<file path="src/hie_consts.svh">
`ifndef HIE_CONSTS_SVH
`define HIE_CONSTS_SVH

// ----------------------------------------------------------------
// Register offsets
// ----------------------------------------------------------------
`define HIE_OFS_RX_BYTE_THRESHOLD 8'h8e
`define HIE_OFS_INT_ENABLE 8'h90
`define HIE_OFS_INT_STATUS 8'h92
`define HIE_OFS_INT_CLEAR 8'h94
`define HIE_OFS_RX_QUEUE_CONTROL 8'h96

// ----------------------------------------------------------------
// Interrupt bit positions (status, clear and enable share them; bit 0 is enable only, threshold enable bit is in queue control)
// ----------------------------------------------------------------
`define HIE_BIT_LINK_CHANGE 15
`define HIE_BIT_TX_DONE 14
`define HIE_BIT_RX_FRAME 13
`define HIE_BIT_RX_OVERRUN 11
`define HIE_BIT_TX_STOPPED 9
`define HIE_BIT_RX_STOPPED 8
`define HIE_BIT_TX_SPACE 6
`define HIE_BIT_WAKE_FRAME 5
`define HIE_BIT_WAKE_PACKET 4
`define HIE_BIT_LINKUP_WAKE 3
`define HIE_BIT_ENERGY_WAKE 2
`define HIE_BIT_DELAYED_ENERGY 0
`define HIE_BIT_BYTE_THRESHOLD_EN 6

// ----------------------------------------------------------------
// Masks and reset values
// ----------------------------------------------------------------
`define HIE_STATUS_MASK 16'heb7c
`define HIE_ENABLE_MASK 16'hfffd
`define HIE_RQC_MASK 16'h0040
`define HIE_RST_RX_BYTE_THRESHOLD 16'h0000
`define HIE_RST_INT_ENABLE 16'h0000
`define HIE_RST_INT_STATUS 16'h0000
`define HIE_RST_RX_QUEUE_CONTROL 16'h0000

`endif

</file>
<file path="src/hie_pkg.sv">
package hie_pkg;

    typedef logic [15:0] hie_word_t;

    // Single-cycle event pulses from the queue and power logic
    typedef struct packed {
        logic link_change;
        logic tx_done;
        logic rx_frame;
        logic rx_overrun;
        logic tx_stopped;
        logic rx_stopped;
        logic tx_space;
        logic wake_frame;
        logic wake_packet;
        logic linkup_wake;
        logic energy_wake;
    } hie_events_t;

    // Register bus request
    typedef struct packed {
        logic [7:0] addr;
        hie_word_t wr_data;
        logic wr;
        logic rd;
    } hie_bus_req_t;

endpackage

</file>
<file path="src/hie_top.sv">
// Overview of operation
// - Sixteen-bit read/write receive byte threshold register
// - Threshold enable sets receive status past threshold
// - Enable bit 15 gates link change
// - Enable bit 14 gates transmit done
// - Enable bit 13 gates frame received
// - Enable bit 11 gates receive overrun
// - Enable bit 9 gates transmit stopped
// - Enable bit 8 gates receive stopped
// - Enable bit 6 gates transmit space available
// - Enable bit 5 gates wake frame
// - Enable bit 4 gates wake packet
// - Enable bit 3 gates linkup wake
// - Enable bit 2 gates energy wake
// - Bit 0 gates delayed energy, held until ready
// - Interrupt high while enabled status bit set
// - Write one clears status; reads change nothing
`timescale 1ns/1ps
`default_nettype none
`include "hie_consts.svh"

module hie_top (
    input wire logic CLK_I,
    input wire logic RST_I,
    input wire logic [7:0] ADDR_I,
    input wire hie_pkg::hie_word_t WR_DATA_I,
    input wire logic WR_I,
    input wire logic RD_I,
    output var hie_pkg::hie_word_t RD_DATA_O,
    input wire hie_pkg::hie_events_t EVENTS_I,
    input wire hie_pkg::hie_word_t RX_QUEUE_BYTES_I,
    input wire logic HOST_READY_I,
    output var logic INT_O
);

    // ----------------------------------------------------------------
    // Bus request and decode
    // ----------------------------------------------------------------
    hie_pkg::hie_bus_req_t req;
    logic wr_thr;
    logic wr_en;
    logic wr_stat;
    logic wr_clr;
    logic wr_rqc;

    assign req = '{addr: ADDR_I, wr_data: WR_DATA_I, wr: WR_I, rd: RD_I};
    assign wr_thr = req.wr && (req.addr == `HIE_OFS_RX_BYTE_THRESHOLD);
    assign wr_en = req.wr && (req.addr == `HIE_OFS_INT_ENABLE);
    assign wr_stat = req.wr && (req.addr == `HIE_OFS_INT_STATUS);
    assign wr_clr = req.wr && (req.addr == `HIE_OFS_INT_CLEAR);
    assign wr_rqc = req.wr && (req.addr == `HIE_OFS_RX_QUEUE_CONTROL);

    // ----------------------------------------------------------------
    // Software registers
    // ----------------------------------------------------------------
    hie_pkg::hie_word_t rx_byte_count_threshold;
    hie_pkg::hie_word_t interrupt_enable;
    hie_pkg::hie_word_t receive_queue_control;
    hie_pkg::hie_word_t interrupt_status;

    always_ff @(posedge CLK_I) begin
        if (RST_I) begin
            rx_byte_count_threshold <= `HIE_RST_RX_BYTE_THRESHOLD;
        end else if (wr_thr) begin
            rx_byte_count_threshold <= req.wr_data;
        end
    end

    always_ff @(posedge CLK_I) begin
        if (RST_I) begin
            interrupt_enable <= `HIE_RST_INT_ENABLE;
        end else if (wr_en) begin
            interrupt_enable <= req.wr_data & `HIE_ENABLE_MASK;
        end
    end

    always_ff @(posedge CLK_I) begin
        if (RST_I) begin
            receive_queue_control <= `HIE_RST_RX_QUEUE_CONTROL;
        end else if (wr_rqc) begin
            receive_queue_control <= req.wr_data & `HIE_RQC_MASK;
        end
    end

    // ----------------------------------------------------------------
    // Byte threshold detector
    // ----------------------------------------------------------------
    logic over_thr;
    logic over_thr_d;
    logic thr_hit;

    // Comparison runs every cycle so a new threshold applies at once
    assign over_thr = receive_queue_control[`HIE_BIT_BYTE_THRESHOLD_EN]
                      && (RX_QUEUE_BYTES_I > rx_byte_count_threshold);
    // Status is edge triggered: fire once when crossing upward
    assign thr_hit = over_thr && !over_thr_d;

    always_ff @(posedge CLK_I) begin
        if (RST_I) begin
            over_thr_d <= 1'b0;
        end else begin
            over_thr_d <= over_thr;
        end
    end

    // ----------------------------------------------------------------
    // Status flags
    // ----------------------------------------------------------------
    hie_pkg::hie_word_t set_vec;
    hie_pkg::hie_word_t clr_vec;

    always_comb begin
        set_vec = 16'h0000;
        set_vec[`HIE_BIT_LINK_CHANGE] = EVENTS_I.link_change;
        set_vec[`HIE_BIT_TX_DONE] = EVENTS_I.tx_done;
        set_vec[`HIE_BIT_RX_FRAME] = EVENTS_I.rx_frame || thr_hit;
        set_vec[`HIE_BIT_RX_OVERRUN] = EVENTS_I.rx_overrun;
        set_vec[`HIE_BIT_TX_STOPPED] = EVENTS_I.tx_stopped;
        set_vec[`HIE_BIT_RX_STOPPED] = EVENTS_I.rx_stopped;
        set_vec[`HIE_BIT_TX_SPACE] = EVENTS_I.tx_space;
        set_vec[`HIE_BIT_WAKE_FRAME] = EVENTS_I.wake_frame;
        set_vec[`HIE_BIT_WAKE_PACKET] = EVENTS_I.wake_packet;
        set_vec[`HIE_BIT_LINKUP_WAKE] = EVENTS_I.linkup_wake;
        set_vec[`HIE_BIT_ENERGY_WAKE] = EVENTS_I.energy_wake;
    end

    // Write one to status or to the clear register; reads leave flags alone
    assign clr_vec = (wr_stat || wr_clr) ? req.wr_data : 16'h0000;

    hie_sticky_bits u_status (
        .clk_i(CLK_I),
        .rst_i(RST_I),
        .set_i(set_vec),
        .clr_i(clr_vec),
        .status_o(interrupt_status)
    );

    // ----------------------------------------------------------------
    // Interrupt gating
    // ----------------------------------------------------------------
    hie_pkg::hie_word_t gated;
    logic energy_plain;
    logic energy_delayed;

    always_comb begin
        gated = 16'h0000;
        gated[`HIE_BIT_LINK_CHANGE] = interrupt_status[`HIE_BIT_LINK_CHANGE]
                                      & interrupt_enable[`HIE_BIT_LINK_CHANGE];
        gated[`HIE_BIT_TX_DONE] = interrupt_status[`HIE_BIT_TX_DONE]
                                  & interrupt_enable[`HIE_BIT_TX_DONE];
        gated[`HIE_BIT_RX_FRAME] = interrupt_status[`HIE_BIT_RX_FRAME]
                                   & interrupt_enable[`HIE_BIT_RX_FRAME];
        gated[`HIE_BIT_RX_OVERRUN] = interrupt_status[`HIE_BIT_RX_OVERRUN]
                                     & interrupt_enable[`HIE_BIT_RX_OVERRUN];
        gated[`HIE_BIT_TX_STOPPED] = interrupt_status[`HIE_BIT_TX_STOPPED]
                                     & interrupt_enable[`HIE_BIT_TX_STOPPED];
        gated[`HIE_BIT_RX_STOPPED] = interrupt_status[`HIE_BIT_RX_STOPPED]
                                     & interrupt_enable[`HIE_BIT_RX_STOPPED];
        gated[`HIE_BIT_TX_SPACE] = interrupt_status[`HIE_BIT_TX_SPACE]
                                   & interrupt_enable[`HIE_BIT_TX_SPACE];
        gated[`HIE_BIT_WAKE_FRAME] = interrupt_status[`HIE_BIT_WAKE_FRAME]
                                     & interrupt_enable[`HIE_BIT_WAKE_FRAME];
        gated[`HIE_BIT_WAKE_PACKET] = interrupt_status[`HIE_BIT_WAKE_PACKET]
                                      & interrupt_enable[`HIE_BIT_WAKE_PACKET];
        gated[`HIE_BIT_LINKUP_WAKE] = interrupt_status[`HIE_BIT_LINKUP_WAKE]
                                      & interrupt_enable[`HIE_BIT_LINKUP_WAKE];
        gated[`HIE_BIT_ENERGY_WAKE] = energy_plain || energy_delayed;
    end

    // Energy flag: plain wake when only bit 2 enabled, delayed mode needs bits 2 and 0
    assign energy_plain = interrupt_status[`HIE_BIT_ENERGY_WAKE]
                          && interrupt_enable[`HIE_BIT_ENERGY_WAKE]
                          && !interrupt_enable[`HIE_BIT_DELAYED_ENERGY];
    // Delayed energy held back until the device can take host access
    assign energy_delayed = interrupt_status[`HIE_BIT_ENERGY_WAKE]
                            && interrupt_enable[`HIE_BIT_ENERGY_WAKE]
                            && interrupt_enable[`HIE_BIT_DELAYED_ENERGY]
                            && HOST_READY_I;

    assign INT_O = |gated;

    // ----------------------------------------------------------------
    // Read port: data valid only in the cycle after the strobe
    // ----------------------------------------------------------------
    hie_pkg::hie_word_t next_rd_data;

    always_comb begin
        next_rd_data = 16'h0000;
        if (req.rd) begin
            unique case (req.addr)
                `HIE_OFS_RX_BYTE_THRESHOLD: next_rd_data = rx_byte_count_threshold;
                `HIE_OFS_INT_ENABLE: next_rd_data = interrupt_enable;
                `HIE_OFS_INT_STATUS: next_rd_data = interrupt_status;
                `HIE_OFS_RX_QUEUE_CONTROL: next_rd_data = receive_queue_control;
                default: next_rd_data = 16'h0000;
            endcase
        end
    end

    always_ff @(posedge CLK_I) begin
        if (RST_I) begin
            RD_DATA_O <= 16'h0000;
        end else begin
            RD_DATA_O <= next_rd_data;
        end
    end

endmodule // hie_top

`default_nettype wire

</file>
<file path="src/hie_sticky_bits.sv">
`timescale 1ns/1ps
`default_nettype none
`include "hie_consts.svh"

module hie_sticky_bits (
    input wire logic clk_i,
    input wire logic rst_i,
    input wire hie_pkg::hie_word_t set_i,
    input wire hie_pkg::hie_word_t clr_i,
    output var hie_pkg::hie_word_t status_o
);

    localparam logic [15:0] VALID = `HIE_STATUS_MASK;

    // ----------------------------------------------------------------
    // One sticky flag per implemented bit; a set beats a clear
    // ----------------------------------------------------------------
    genvar g;
    generate
        for (g = 0; g < 16; g = g + 1) begin : g_bit
            if (VALID[g]) begin : g_impl
                // Own flop per bit so each output bit has a single driver
                logic flag;
                always_ff @(posedge clk_i) begin
                    if (rst_i) begin
                        flag <= 1'b0;
                    end else if (set_i[g]) begin
                        flag <= 1'b1;
                    end else if (clr_i[g]) begin
                        flag <= 1'b0;
                    end
                end
                assign status_o[g] = flag;
            end else begin : g_rsvd
                assign status_o[g] = 1'b0;
            end
        end
    endgenerate

endmodule // hie_sticky_bits

`default_nettype wire

</file>
<file path="config.mk">
export PLATFORM = sky130hd
export DESIGN_NAME = hie_top
export DESIGN_NICKNAME = d
export VERILOG_FILES = /design/src/hie_pkg.sv /design/src/hie_top.sv /design/src/hie_sticky_bits.sv
export VERILOG_INCLUDE_DIRS = /design/src
export SDC_FILE = /design/constraint.sdc
export NUM_CORES = 1
export LEC_CHECK = 0
export ABC_CLOCK_PERIOD_IN_PS = 2000
export BUFFER_PORTS_ARGS = -buffer_cell sky130_fd_sc_hd__buf_2
export CORE_MARGIN = 2
export CORE_UTILIZATION = 54
export CTS_BUF_LIST = sky130_fd_sc_hd__clkbuf_4
export DETAILED_ROUTE_END_ITERATION = 7
export GPL_TIMING_DRIVEN = 0
export PLACE_DENSITY = 0.87
export SLEW_MARGIN = 20
export SYNTH_ARGS = -nofsm -noshare
export SYNTH_HDL_FRONTEND = slang
export SYNTH_SLANG_ARGS = --single-unit
</file>
<file path="constraint.sdc">
create_clock -name CLK_I -period 2 [get_ports CLK_I]
set_clock_uncertainty 0.05 [all_clocks]
set_input_delay 0 -clock CLK_I [delete_from_list [all_inputs] [get_ports CLK_I]]
set_output_delay 0 -clock CLK_I [all_outputs]
set_load 0.02 [all_outputs]
</file>
== After elaboration in Yosys (flattened, before gate mapping) ==
Index checks and enable logic that the tools add are counted.
Cells by class
  bitwise logic cells: 11
  order comparisons: 1
  eq/ne operators: 5
  mux-type cells: 24
  reductions and logical operators: 29
Operators with widths (count)
  $pmux W16 S4: 1
  $eq A8 B8 Y1 const B: 5
  $mux W1: 22
  $reduce_bool A2 Y1: 11
  $gt A16 B16 Y1: 1
  $mux W16: 1
  $logic_and A1 B1 Y1: 11
  $reduce_or A11 Y1: 1
  $and A1 B1 Y1: 10
  $logic_or A1 B1 Y1: 3
  $logic_not A1 Y1: 2
  $reduce_or A2 Y1: 1
  $not A1 Y1: 1
Storage, ports and cells
  word-level logic and storage cells: 86
  bits in registers: 60
  output and inout port bits: 17

== Depth between registers and ports, before layout ==
Gate-level depths: netlist of run 1.
  depth in word-level cells: 6
  mapped depth: 7

== Cells and area by module ==
From an unflattened synthesis of run 1, not the netlist that was laid out.
Second synthesis, totals
  cells, all modules: 361
  area total of the unflattened synthesis: 2999.1 sq um
By module, submodules not included
  hie_top: area an instance 2441.1 sq um, instances 1, cells an instance 299
  hie_sticky_bits: area an instance 558.0 sq um, instances 1, cells an instance 62

== Worst setup path after synthesis of run 1 ==
OpenSTA, ideal clock, no wires.
  kind: register to register
  start point: register rx_byte_count_threshold[15]
  end point: register u_status.g_bit[13].g_impl.flag
  stages on the path, launching flop included: 7
  arrival time: 1.528 ns
  data required time: 1.858 ns
  clock period less this slack: 1.670 ns
  path slack: 0.330 ns
  path through: dfxtp_1 -> inv_1 -> ha_1 -> nand4_1 -> a2111oi_0 -> nor4_1 -> o32ai_1
On the way
  cells in the longest elaborated chain, start to end: 5
  elaborated cells between the ends (all ways): 6
Ends and longest elaborated chain
  start: declaration: RTL line hie_top.sv:56  | hie_pkg::hie_word_t rx_byte_count_threshold;
  start signal: assignment: RTL line hie_top.sv:63  | rx_byte_count_threshold <= `HIE_RST_RX_BYTE_THRESHOLD;
  start signal: assignment: RTL line hie_top.sv:65  | rx_byte_count_threshold <= req.wr_data;
  $gt A16 B16 Y1 *: RTL line hie_top.sv:94  | && (RX_QUEUE_BYTES_I > rx_byte_count_threshold);
  $logic_and A1 B1 Y1 *: RTL line hie_top.sv:93  | assign over_thr = receive_queue_control[`HIE_BIT_BYTE_THRESHOLD_EN]
  $logic_and A1 B1 Y1 *: RTL line hie_top.sv:96  | assign thr_hit = over_thr && !over_thr_d;
  $logic_or A1 B1 Y1 *: RTL line hie_top.sv:116  | set_vec[`HIE_BIT_RX_FRAME] = EVENTS_I.rx_frame || thr_hit;
  $mux W1 / $reduce_bool A2 Y1 (equally long branches)
  end signal: assignment: RTL line hie_sticky_bits.sv:26  | flag <= 1'b0;
  end signal: assignment: RTL line hie_sticky_bits.sv:28  | flag <= 1'b1;
  end signal: assignment: RTL line hie_sticky_bits.sv:30  | flag <= 1'b0;
  end: declaration: RTL line hie_sticky_bits.sv:23  | logic flag;
Mark *: on every way between the ends. The rest lies on a longest branch, timed or not.
A chain may end at the register's enable or synchronous reset.

== Final worst setup path of run 1 ==
  start point: input port ADDR_I[5]
  end point: register u_status.g_bit[6].g_impl.flag
On the way
  cells in the longest elaborated chain, start to end: 5
  elaborated cells between the ends (all ways): 7
Ends and longest elaborated chain
  start: declaration: RTL line hie_top.sv:25  | input wire logic [7:0] ADDR_I,
  $eq A8 B8 Y1
  $logic_and A1 B1 Y1, on equally long branches: RTL line hie_top.sv:49, hie_top.sv:50
  $logic_or A1 B1 Y1 *: RTL line hie_top.sv:128  | assign clr_vec = (wr_stat || wr_clr) ? req.wr_data : 16'h0000;
  $mux W16 *: RTL line hie_top.sv:128
  $reduce_bool A2 Y1 (no source line) *
  end signal: assignment: RTL line hie_sticky_bits.sv:26
  end signal: assignment: RTL line hie_sticky_bits.sv:28
  end signal: assignment: RTL line hie_sticky_bits.sv:30
  end: declaration: RTL line hie_sticky_bits.sv:23
Marks and branches as above.

==> results of run 1 <==
[layout make-up]
cell class | instances | area share (%)
Clock buffer | 9 | 1.79
Inverter | 19 | 1.89
Tap cell | 67 | 2.22
Sequential cell | 60 | 31.9
Multi-Input combinational cell | 227 | 36.7
Clock inverter | 7 | 1.53
Timing Repair Buffer | 115 | 21.0
Buffer | 21 | 2.92
[tightest hold or removal path, delay by kind of cell]
family                 cells  cell delay (ns)
buffers and inverters      1             0.19
multiplexers               1             0.18
AND/OR/NAND/NOR            1             0.09
AO/OA/AOI/OAI              1             0.07
[sequential cells by signal (all words and copies together), names as in the netlist]
signal,flops
u_status.g_bit.g_impl.flag,11
RD_DATA_O,16
rx_byte_count_threshold,16
receive_queue_control,1
interrupt_enable,15
over_thr_d,1
[power by group through the flow]
stage / sequential, mW / combinational [mW] / clock, mW
2_1_floorplan: 1.25 / 0.0847 / 0
3_5_place_dp: 1.25 / 0.173 / 0
5_1_grt: 1.23 / 0.282 / 0.870
4_1_cts: 1.22 / 0.239 / 0.807
3_3_place_gp: 1.25 / 0.167 / 0
6_report: 1.23 / 0.262 / 0.813
[metal layers]
metal | wire [microns] | part of all wire, % | up-vias
met2 | 4240 | 48 | 226
li1 | - | - | 1416
met4 | 317 | 3.6 | 0
met5 | 0 | 0 | -
met3 | 957 | 11 | 47
met1 | 3360 | 38 | 1383
[cell usage after synthesis, drive strengths merged, types with 2 or more instances]
library cell / instances / share of area [%]
inv: 19 / 2.6
a221oi: 3 / 0.97
clkbuf: 9 / 1.2
buf: 12 / 2.6
nand2b: 2 / 0.46
a22oi: 5 / 1.4
a21oi: 49 / 9.0
a21o: 2 / 0.55
dfxtp: 60 / 44
ha: 16 / 7.4
o22ai: 2 / 0.46
nor4: 6 / 2.2
nor2: 27 / 3.7
nor2b: 3 / 0.69
nor3: 2 / 0.55
nand2: 47 / 6.5
nand3: 34 / 6.3
a222oi: 10 / 3.7
nand4: 4 / 0.92
a22o: 2 / 0.65
[stage by stage]
step | setup TNS, ns | total power, mW | utilization, %
2_1_floorplan | 0 | 1.33 | -
3_3_place_gp | 0 | 1.42 | 65.8
3_5_place_dp | -0.0386 | 1.42 | 65.8
4_1_cts | 0 | 2.27 | 77.1
5_1_grt | -0.227 | 2.38 | 78.8
6_report | 0 | 2.30 | 78.8
[cell families (layout without fill, tap and decap cells)]
kind of cell / count (synthesis) / count (layout)
AOI/OAI and AO/OA: 78 / 78
buffers and inverters: 40 / 171
DFF: 60 / 60
and+or+nand+nor: 130 / 130
adders and majority gates: 16 / 16
xor gates and xnor gates: 1 / 1
muxes: 2 / 2
[final timing paths]
check | start | endpoint | cells after the start
setup / recovery | ADDR_I[5] | u_status.g_bit[6].g_impl.flag | 9
hold / removal | ADDR_I[1] | RD_DATA_O[6] | 4
setup reg to reg | rx_byte_count_threshold[14] | u_status.g_bit[13].g_impl.flag | 6
hold reg to reg | rx_byte_count_threshold[6] | rx_byte_count_threshold[6] | 2
[what timing repair did]
item / 4_1_cts / 5_1_grt
pin swaps: 0 / 2
cloned: 0 / 1
hold buffers: 41 / 0
endpoints found under the hold margin: 45 / 0
resized for setup: 2 / 16
endpoints found under the setup margin: 1 / 12
setup buffers: 0 / 3
==> results.ini, run 1 <==
[power_and_ir_drop]
switching_power_as_a_share_of_total_power_pct = 25.7
power.combinational.fraction_pct = 11.4
static_leakage_nw = 1.48
vdd_ir_drop_max_v = 0.000542
clockPowerShare_pct = 35.3
power.density_nw_per_um2 = 610
seqPwrFrac_pct = 53.3
internal_power_mw = 1.71
net-switching-power_mw = 0.590

[clock_network]
cts-root-to-sink-buffers = 2
clkSinkCount = 60
htreeDepth = 3
tritoncts_clock_tree = done
root_buffer = sky130_fd_sc_hd__clkbuf_4
insertion_delay_to_the_later_sink_of_the_worst_skew_pair_ns = 0.43
cts.reportedPaths.clkPinSlew_ns = 0.09
tritoncts.num_buffers = 9

[drt]
drt-wirelength-per-cell_microns = 16.9
dr_total_vias = 3072
first_drt_iteration_drcs = 433
remaining_drc_errors = 0
routed_wl_microns = 8880
drtAntennaViolNets = 0
drt-vias-per-instance = 5.85
drtPass1Iterations = 6

[yosys]
synth_mux_area_share_pct = 0.784
postSynth.topFlopCell = sky130_fd_sc_hd__dfxtp_1
part_of_the_yosys_area_used_for_sequential_elements_pct = 44.3
synth_enable_flop_cells = 0
synthesis.yosys.warnings = 0
syn-cell-area_sq_um = 2710
synth_nets = 399
synth_fa_ha_area_share_pct = 7.38
synthDistinctLibCells = 38
synthCells = 327
synth_simple_gate_area_share_pct = 22.6
yosys.area_share.xor_xnor_pct = 0.323
postSynthRegisterBits = 60
synth-compound-area-share_pct = 18.1
ys_async_sr_fraction_pct = 0
combinational_family_with_the_most_area_after_synthesis = simple AND/OR/NAND/NOR gates
post_synth.cell_area_avg_sq_um = 8.30

[global_route]
met2_usage_pct = 53.7
vias_in_the_first_global_route = 2900
grtUsageMet1_pct = 37.0
track_usage_pct = 31.5
grt_start_max_net_pins = 11
top_usage_layer = met2
antenna_violations_before_repair = 0
global_route.usage.met3_pct = 9.91
global_route_wire_length_before_repair_microns = 13100
grt.overflow.total = 0

[worst_setup_path]
ff2ff_setup_slack_ns = 0.02
worstSetupStartpointType = input port
worst_setup_path_end_kind = flip-flop
crit_path_frequent_cell = sky130_fd_sc_hd__buf_4
crit_family = buffers and inverters
critical_path.cell_chain = buf_2 > or4b_1 > buf_4 > nor4_4 > buf_4 > nand2_1 > a21oi_1 > dlygate4sd3_1 > nor2_1
crit_arrival_ns = 2.23
critical-path-slowest-cell = sky130_fd_sc_hd__dlygate4sd3_1
critPathMaxFanout = 7
cp.buffers_inverters = 4
required_ns = 2.24
crit_path_max_incr_delay_ns = 0.56
crit_type = in2reg

[floorplan]
core_sq_um = 4790
boundaryPins = 73
die_h_microns = 74.9
initial_utilization_pct = 56.7
fp.dieArea_sq_um = 5610
die-width_microns = 74.9
num_rows = 25

[placed_design]
placed_cell_area_sq_um = 3150
globalplace.congestion = 0.882
hpwl_microns = 5270
dpl.cell_count = 464
place_worst_setup_slack_ns = -0.0386
numPortBuffers = 70

[finish]
area_delta_synth_final_pct = 38.9
mostFrequentLayoutCells = 77 x sky130_fd_sc_hd__buf_2, 59 x sky130_fd_sc_hd__dfxtp_1, 47 x sky130_fd_sc_hd__nand2_1, 47 x sky130_fd_sc_hd__a21oi_1, 40 x sky130_fd_sc_hd__dlygate4sd3_1
n_antenna_cell = 0
leading_cell_type_in_the_layout_fill_and_taps_excluded = sky130_fd_sc_hd__buf_2
final.fill_count = 311
finish.cell_count_without_fillers = 525
nNetsFinal = 525
sequential_cell_area_sq_um = 1200
multi_input_comb_area_sq_um = 1380
post-route-cell-area_sq_um = 3770
share_of_cells_above_drive_strength_1_pct = 23.8

[status]
result_of_the_run = complete, no violations

[timing]
worst_slew_margin_rel_pct = 59.8
total_of_endpoints_with_negative_setup_slack_in_the_final_report = 0
final_critical_path_setup_slack_ns = 0.00924
post-route-period-util_pct = 99.5
timing.hold.ws_ns = 0.0976
timing.fmax_mhz = 502
worst_pin_slew_ns = 0.603
count_of_endpoints_failing_hold_in_the_final_timing_report = 0
min_period_ns = 1.99
slew_violations = 0

[hold_path]
hp-class = in2reg

[flow_run]
max-cap-violations = 0

No activity file was read; power rests on OpenSTA's default activity.
==> run 2, diff against run 1 <==
--- a/config.mk
+++ b/config.mk
@@ -6,7 +6,7 @@
 export SDC_FILE = /design/constraint.sdc
 export NUM_CORES = 1
 export LEC_CHECK = 0
-export ABC_CLOCK_PERIOD_IN_PS = 2000
+export ABC_CLOCK_PERIOD_IN_PS = 2100
 export BUFFER_PORTS_ARGS = -buffer_cell sky130_fd_sc_hd__buf_2
 export CORE_MARGIN = 2
 export CORE_UTILIZATION = 54
==> constraint.sdc (replaced) <==
create_clock -name CLK_I -period 2.1 [get_ports CLK_I]
set_clock_uncertainty 0.05 [all_clocks]
set_input_delay 0 -clock CLK_I [delete_from_list [all_inputs] [get_ports CLK_I]]
set_output_delay 0 -clock CLK_I [all_outputs]
set_load 0.02 [all_outputs]
==> results.ini, run 2 (synthesis gave the netlist of run 1 again) <==
[status]
result_of_the_run = complete, no violations

[drt]
first_drt_iteration_drcs = 349  ; -19%
drtAntennaViolNets = 0  ; unchanged
drtPass1Iterations = 6  ; unchanged
drt-vias-per-instance = 5.63  ; -3.8%
remaining_drc_errors = 0  ; unchanged
dr_total_vias = 2922  ; -4.9%
drt-wirelength-per-cell_microns = 15.8  ; -6.9%
routed_wl_microns = 8180  ; -7.9%

[floorplan]
boundaryPins = 73  ; unchanged
core_sq_um = 4790  ; unchanged
initial_utilization_pct = 56.7  ; unchanged
die-width_microns = 74.9  ; unchanged
fp.dieArea_sq_um = 5610  ; unchanged
die_h_microns = 74.9  ; unchanged
num_rows = 25  ; unchanged

[finish]
n_antenna_cell = 0  ; unchanged
leading_cell_type_in_the_layout_fill_and_taps_excluded = sky130_fd_sc_hd__buf_2
area_delta_synth_final_pct = 35.5
finish.cell_count_without_fillers = 519  ; -1.1%
finalCoreUtilization_pct = 76.9  ; -1.9 points
largest_registers_in_the_final_layout = RD_DATA_O (16), rx_byte_count_threshold (16), interrupt_enable (15)
mostFrequentLayoutCells = 78 x sky130_fd_sc_hd__buf_2, 60 x sky130_fd_sc_hd__dfxtp_1, 49 x sky130_fd_sc_hd__a21oi_1, 47 x sky130_fd_sc_hd__nand2_1, 40 x sky130_fd_sc_hd__dlygate4sd3_1
share_of_cells_above_drive_strength_1_pct = 22.1  ; -1.7 points
final.fill_count = 342  ; +10%
nNetsFinal = 519  ; -1.1%

[placed_design]
numPortBuffers = 70  ; unchanged
place_worst_setup_slack_ns = 0.0614  ; +0.100 ns
hpwl_microns = 5270  ; unchanged
dpl.cell_count = 464  ; unchanged
globalplace.congestion = 0.882  ; unchanged

[global_route]
global_route_wire_length_before_repair_microns = 12900  ; -1.5%
antenna_violations_before_repair = 0  ; unchanged
vias_in_the_first_global_route = 2830  ; -2.4%
grt.overflow.total = 0  ; unchanged
track_usage_pct = 30.9  ; -0.54 points
grt_start_max_net_pins = 11  ; unchanged

[worst_setup_path]
required_ns = 2.33  ; +0.09 ns
crit_arrival_ns = 2.24  ; about the same
critPathMaxFanout = 10  ; +3
crit_path_frequent_cell = sky130_fd_sc_hd__dlygate4sd3_1
crit_type = in2reg
crit_path_max_incr_delay_ns = 0.66  ; +0.10 ns
worst_setup_path_end_kind = flip-flop
critical-path-slowest-cell = sky130_fd_sc_hd__dlygate4sd3_1
critical_path.cell_chain = dlygate4sd3_1 > inv_1 > nor4_2 > clkbuf_4 > nand2_1 > a21oi_1 > dlygate4sd3_1 > nor2_1
worstSetupStartpointType = input port

[timing]
slew_violations = 0  ; unchanged
timing.fmax_mhz = 497
worst_slew_margin_rel_pct = 60.9  ; +1.1 points
total_of_endpoints_with_negative_setup_slack_in_the_final_report = 0  ; unchanged
worst_pin_slew_ns = 0.587  ; -0.0158 ns
final_critical_path_setup_slack_ns = 0.0861  ; +0.0769 ns
post-route-period-util_pct = 95.9
min_period_ns = 2.01
count_of_endpoints_failing_hold_in_the_final_timing_report = 0  ; unchanged
final.setup.tns_ns = 0  ; unchanged
setup_repair_after_global_routing_missed_its_margin = no

[power_and_ir_drop]
static_leakage_nw = 1.43  ; -3.1%
power.density_nw_per_um2 = 589  ; -3.5%
vdd_ir_drop_max_v = 0.000518  ; -4.4%

[clock_network]
tritoncts.num_buffers = 9  ; unchanged
cts-root-to-sink-buffers = 2  ; unchanged
root_buffer = sky130_fd_sc_hd__clkbuf_4
cts_post_setup_buffers_inserted = 0  ; unchanged
insertion_delay_to_the_later_sink_of_the_worst_skew_pair_ns = 0.41  ; -0.02 ns
tritoncts_clock_tree = done
htreeDepth = 3  ; unchanged
cts.reportedPaths.clkPinSlew_ns = 0.09  ; about the same
clkSinkCount = 60  ; unchanged

[hold_path]
hp-class = in2reg

[flow_run]
max-cap-violations = 0  ; unchanged

[run 2: path summary, 6_finish.rpt]
path | from | endpoint | slack [ns] | cells after the start
min reg2reg | rx_byte_count_threshold[6] | rx_byte_count_threshold[6] | 0.42 | 2
max | WR_I | u_status.g_bit[15].g_impl.flag | 0.09 | 8
max reg2reg | rx_byte_count_threshold[15] | u_status.g_bit[13].g_impl.flag | 0.14 | 6
min | ADDR_I[1] | RD_DATA_O[6] | 0.09 | 4
[run 2: report_power, final]
| part | leakage, nW | switching, mW | total [mW] | internal (mW) |
|---|---|---|---|---|
| sequential | 0.487 | 0.0144 | 1.17 | 1.15 |
| clock | 0.0743 | 0.418 | 0.764 | 0.347 |
| combinational | 0.872 | 0.110 | 0.236 | 0.126 |
[run 2: through the flow]
stage	hold slack [ns]	total power, mW	cell area [sq um]
floorplan	0.0674	1.27	2710
global placement	0.153	1.35	3150
detailed placement	0.162	1.36	3150
CTS	0.0534	2.16	3670
global route	0.0943	2.25	3680
finish	0.0912	2.17	3680
[run 2: final cells by class]
class / count / area, sq um / area share, %
buffer: 20 / 104 / 2.82
timing repair buffer: 110 / 751 / 20.4
clock buffer: 9 / 67.6 / 1.84
multi-input combinational: 227 / 1340 / 36.5
clock inverter: 7 / 57.6 / 1.56
sequential: 60 / 1200 / 32.7
inverter: 19 / 71.3 / 1.94
tap: 67 / 83.8 / 2.28
[run 2: repair_timing]
| item | CTS | global route |
|---|---|---|
| hold buffers | 40 | 0 |
| hold endpoints to repair | 45 | 0 |
| setup endpoints to repair | 0 | 12 |
| resized for setup | 0 | 3 |
[run 2: critical path, delay by kind of cell]
| kind | cells | cell delay [ns] |
|---|---|---|
| AO/OA/AOI/OAI | 1 | 0.16 |
| AND/OR/NAND/NOR | 3 | 0.44 |
| buffers and inverters | 4 | 1.63 |
[run 2: metal layers]
metal | global-route usage [%] | vias to the layer above | share of wire [%]
met5 | 0 | - | 0
met4 | 11.7 | 0 | 1.8
met3 | 8.30 | 17 | 9.3
met2 | 51.9 | 180 | 49
met1 | 38.0 | 1327 | 40
li1 | - | 1398 | -
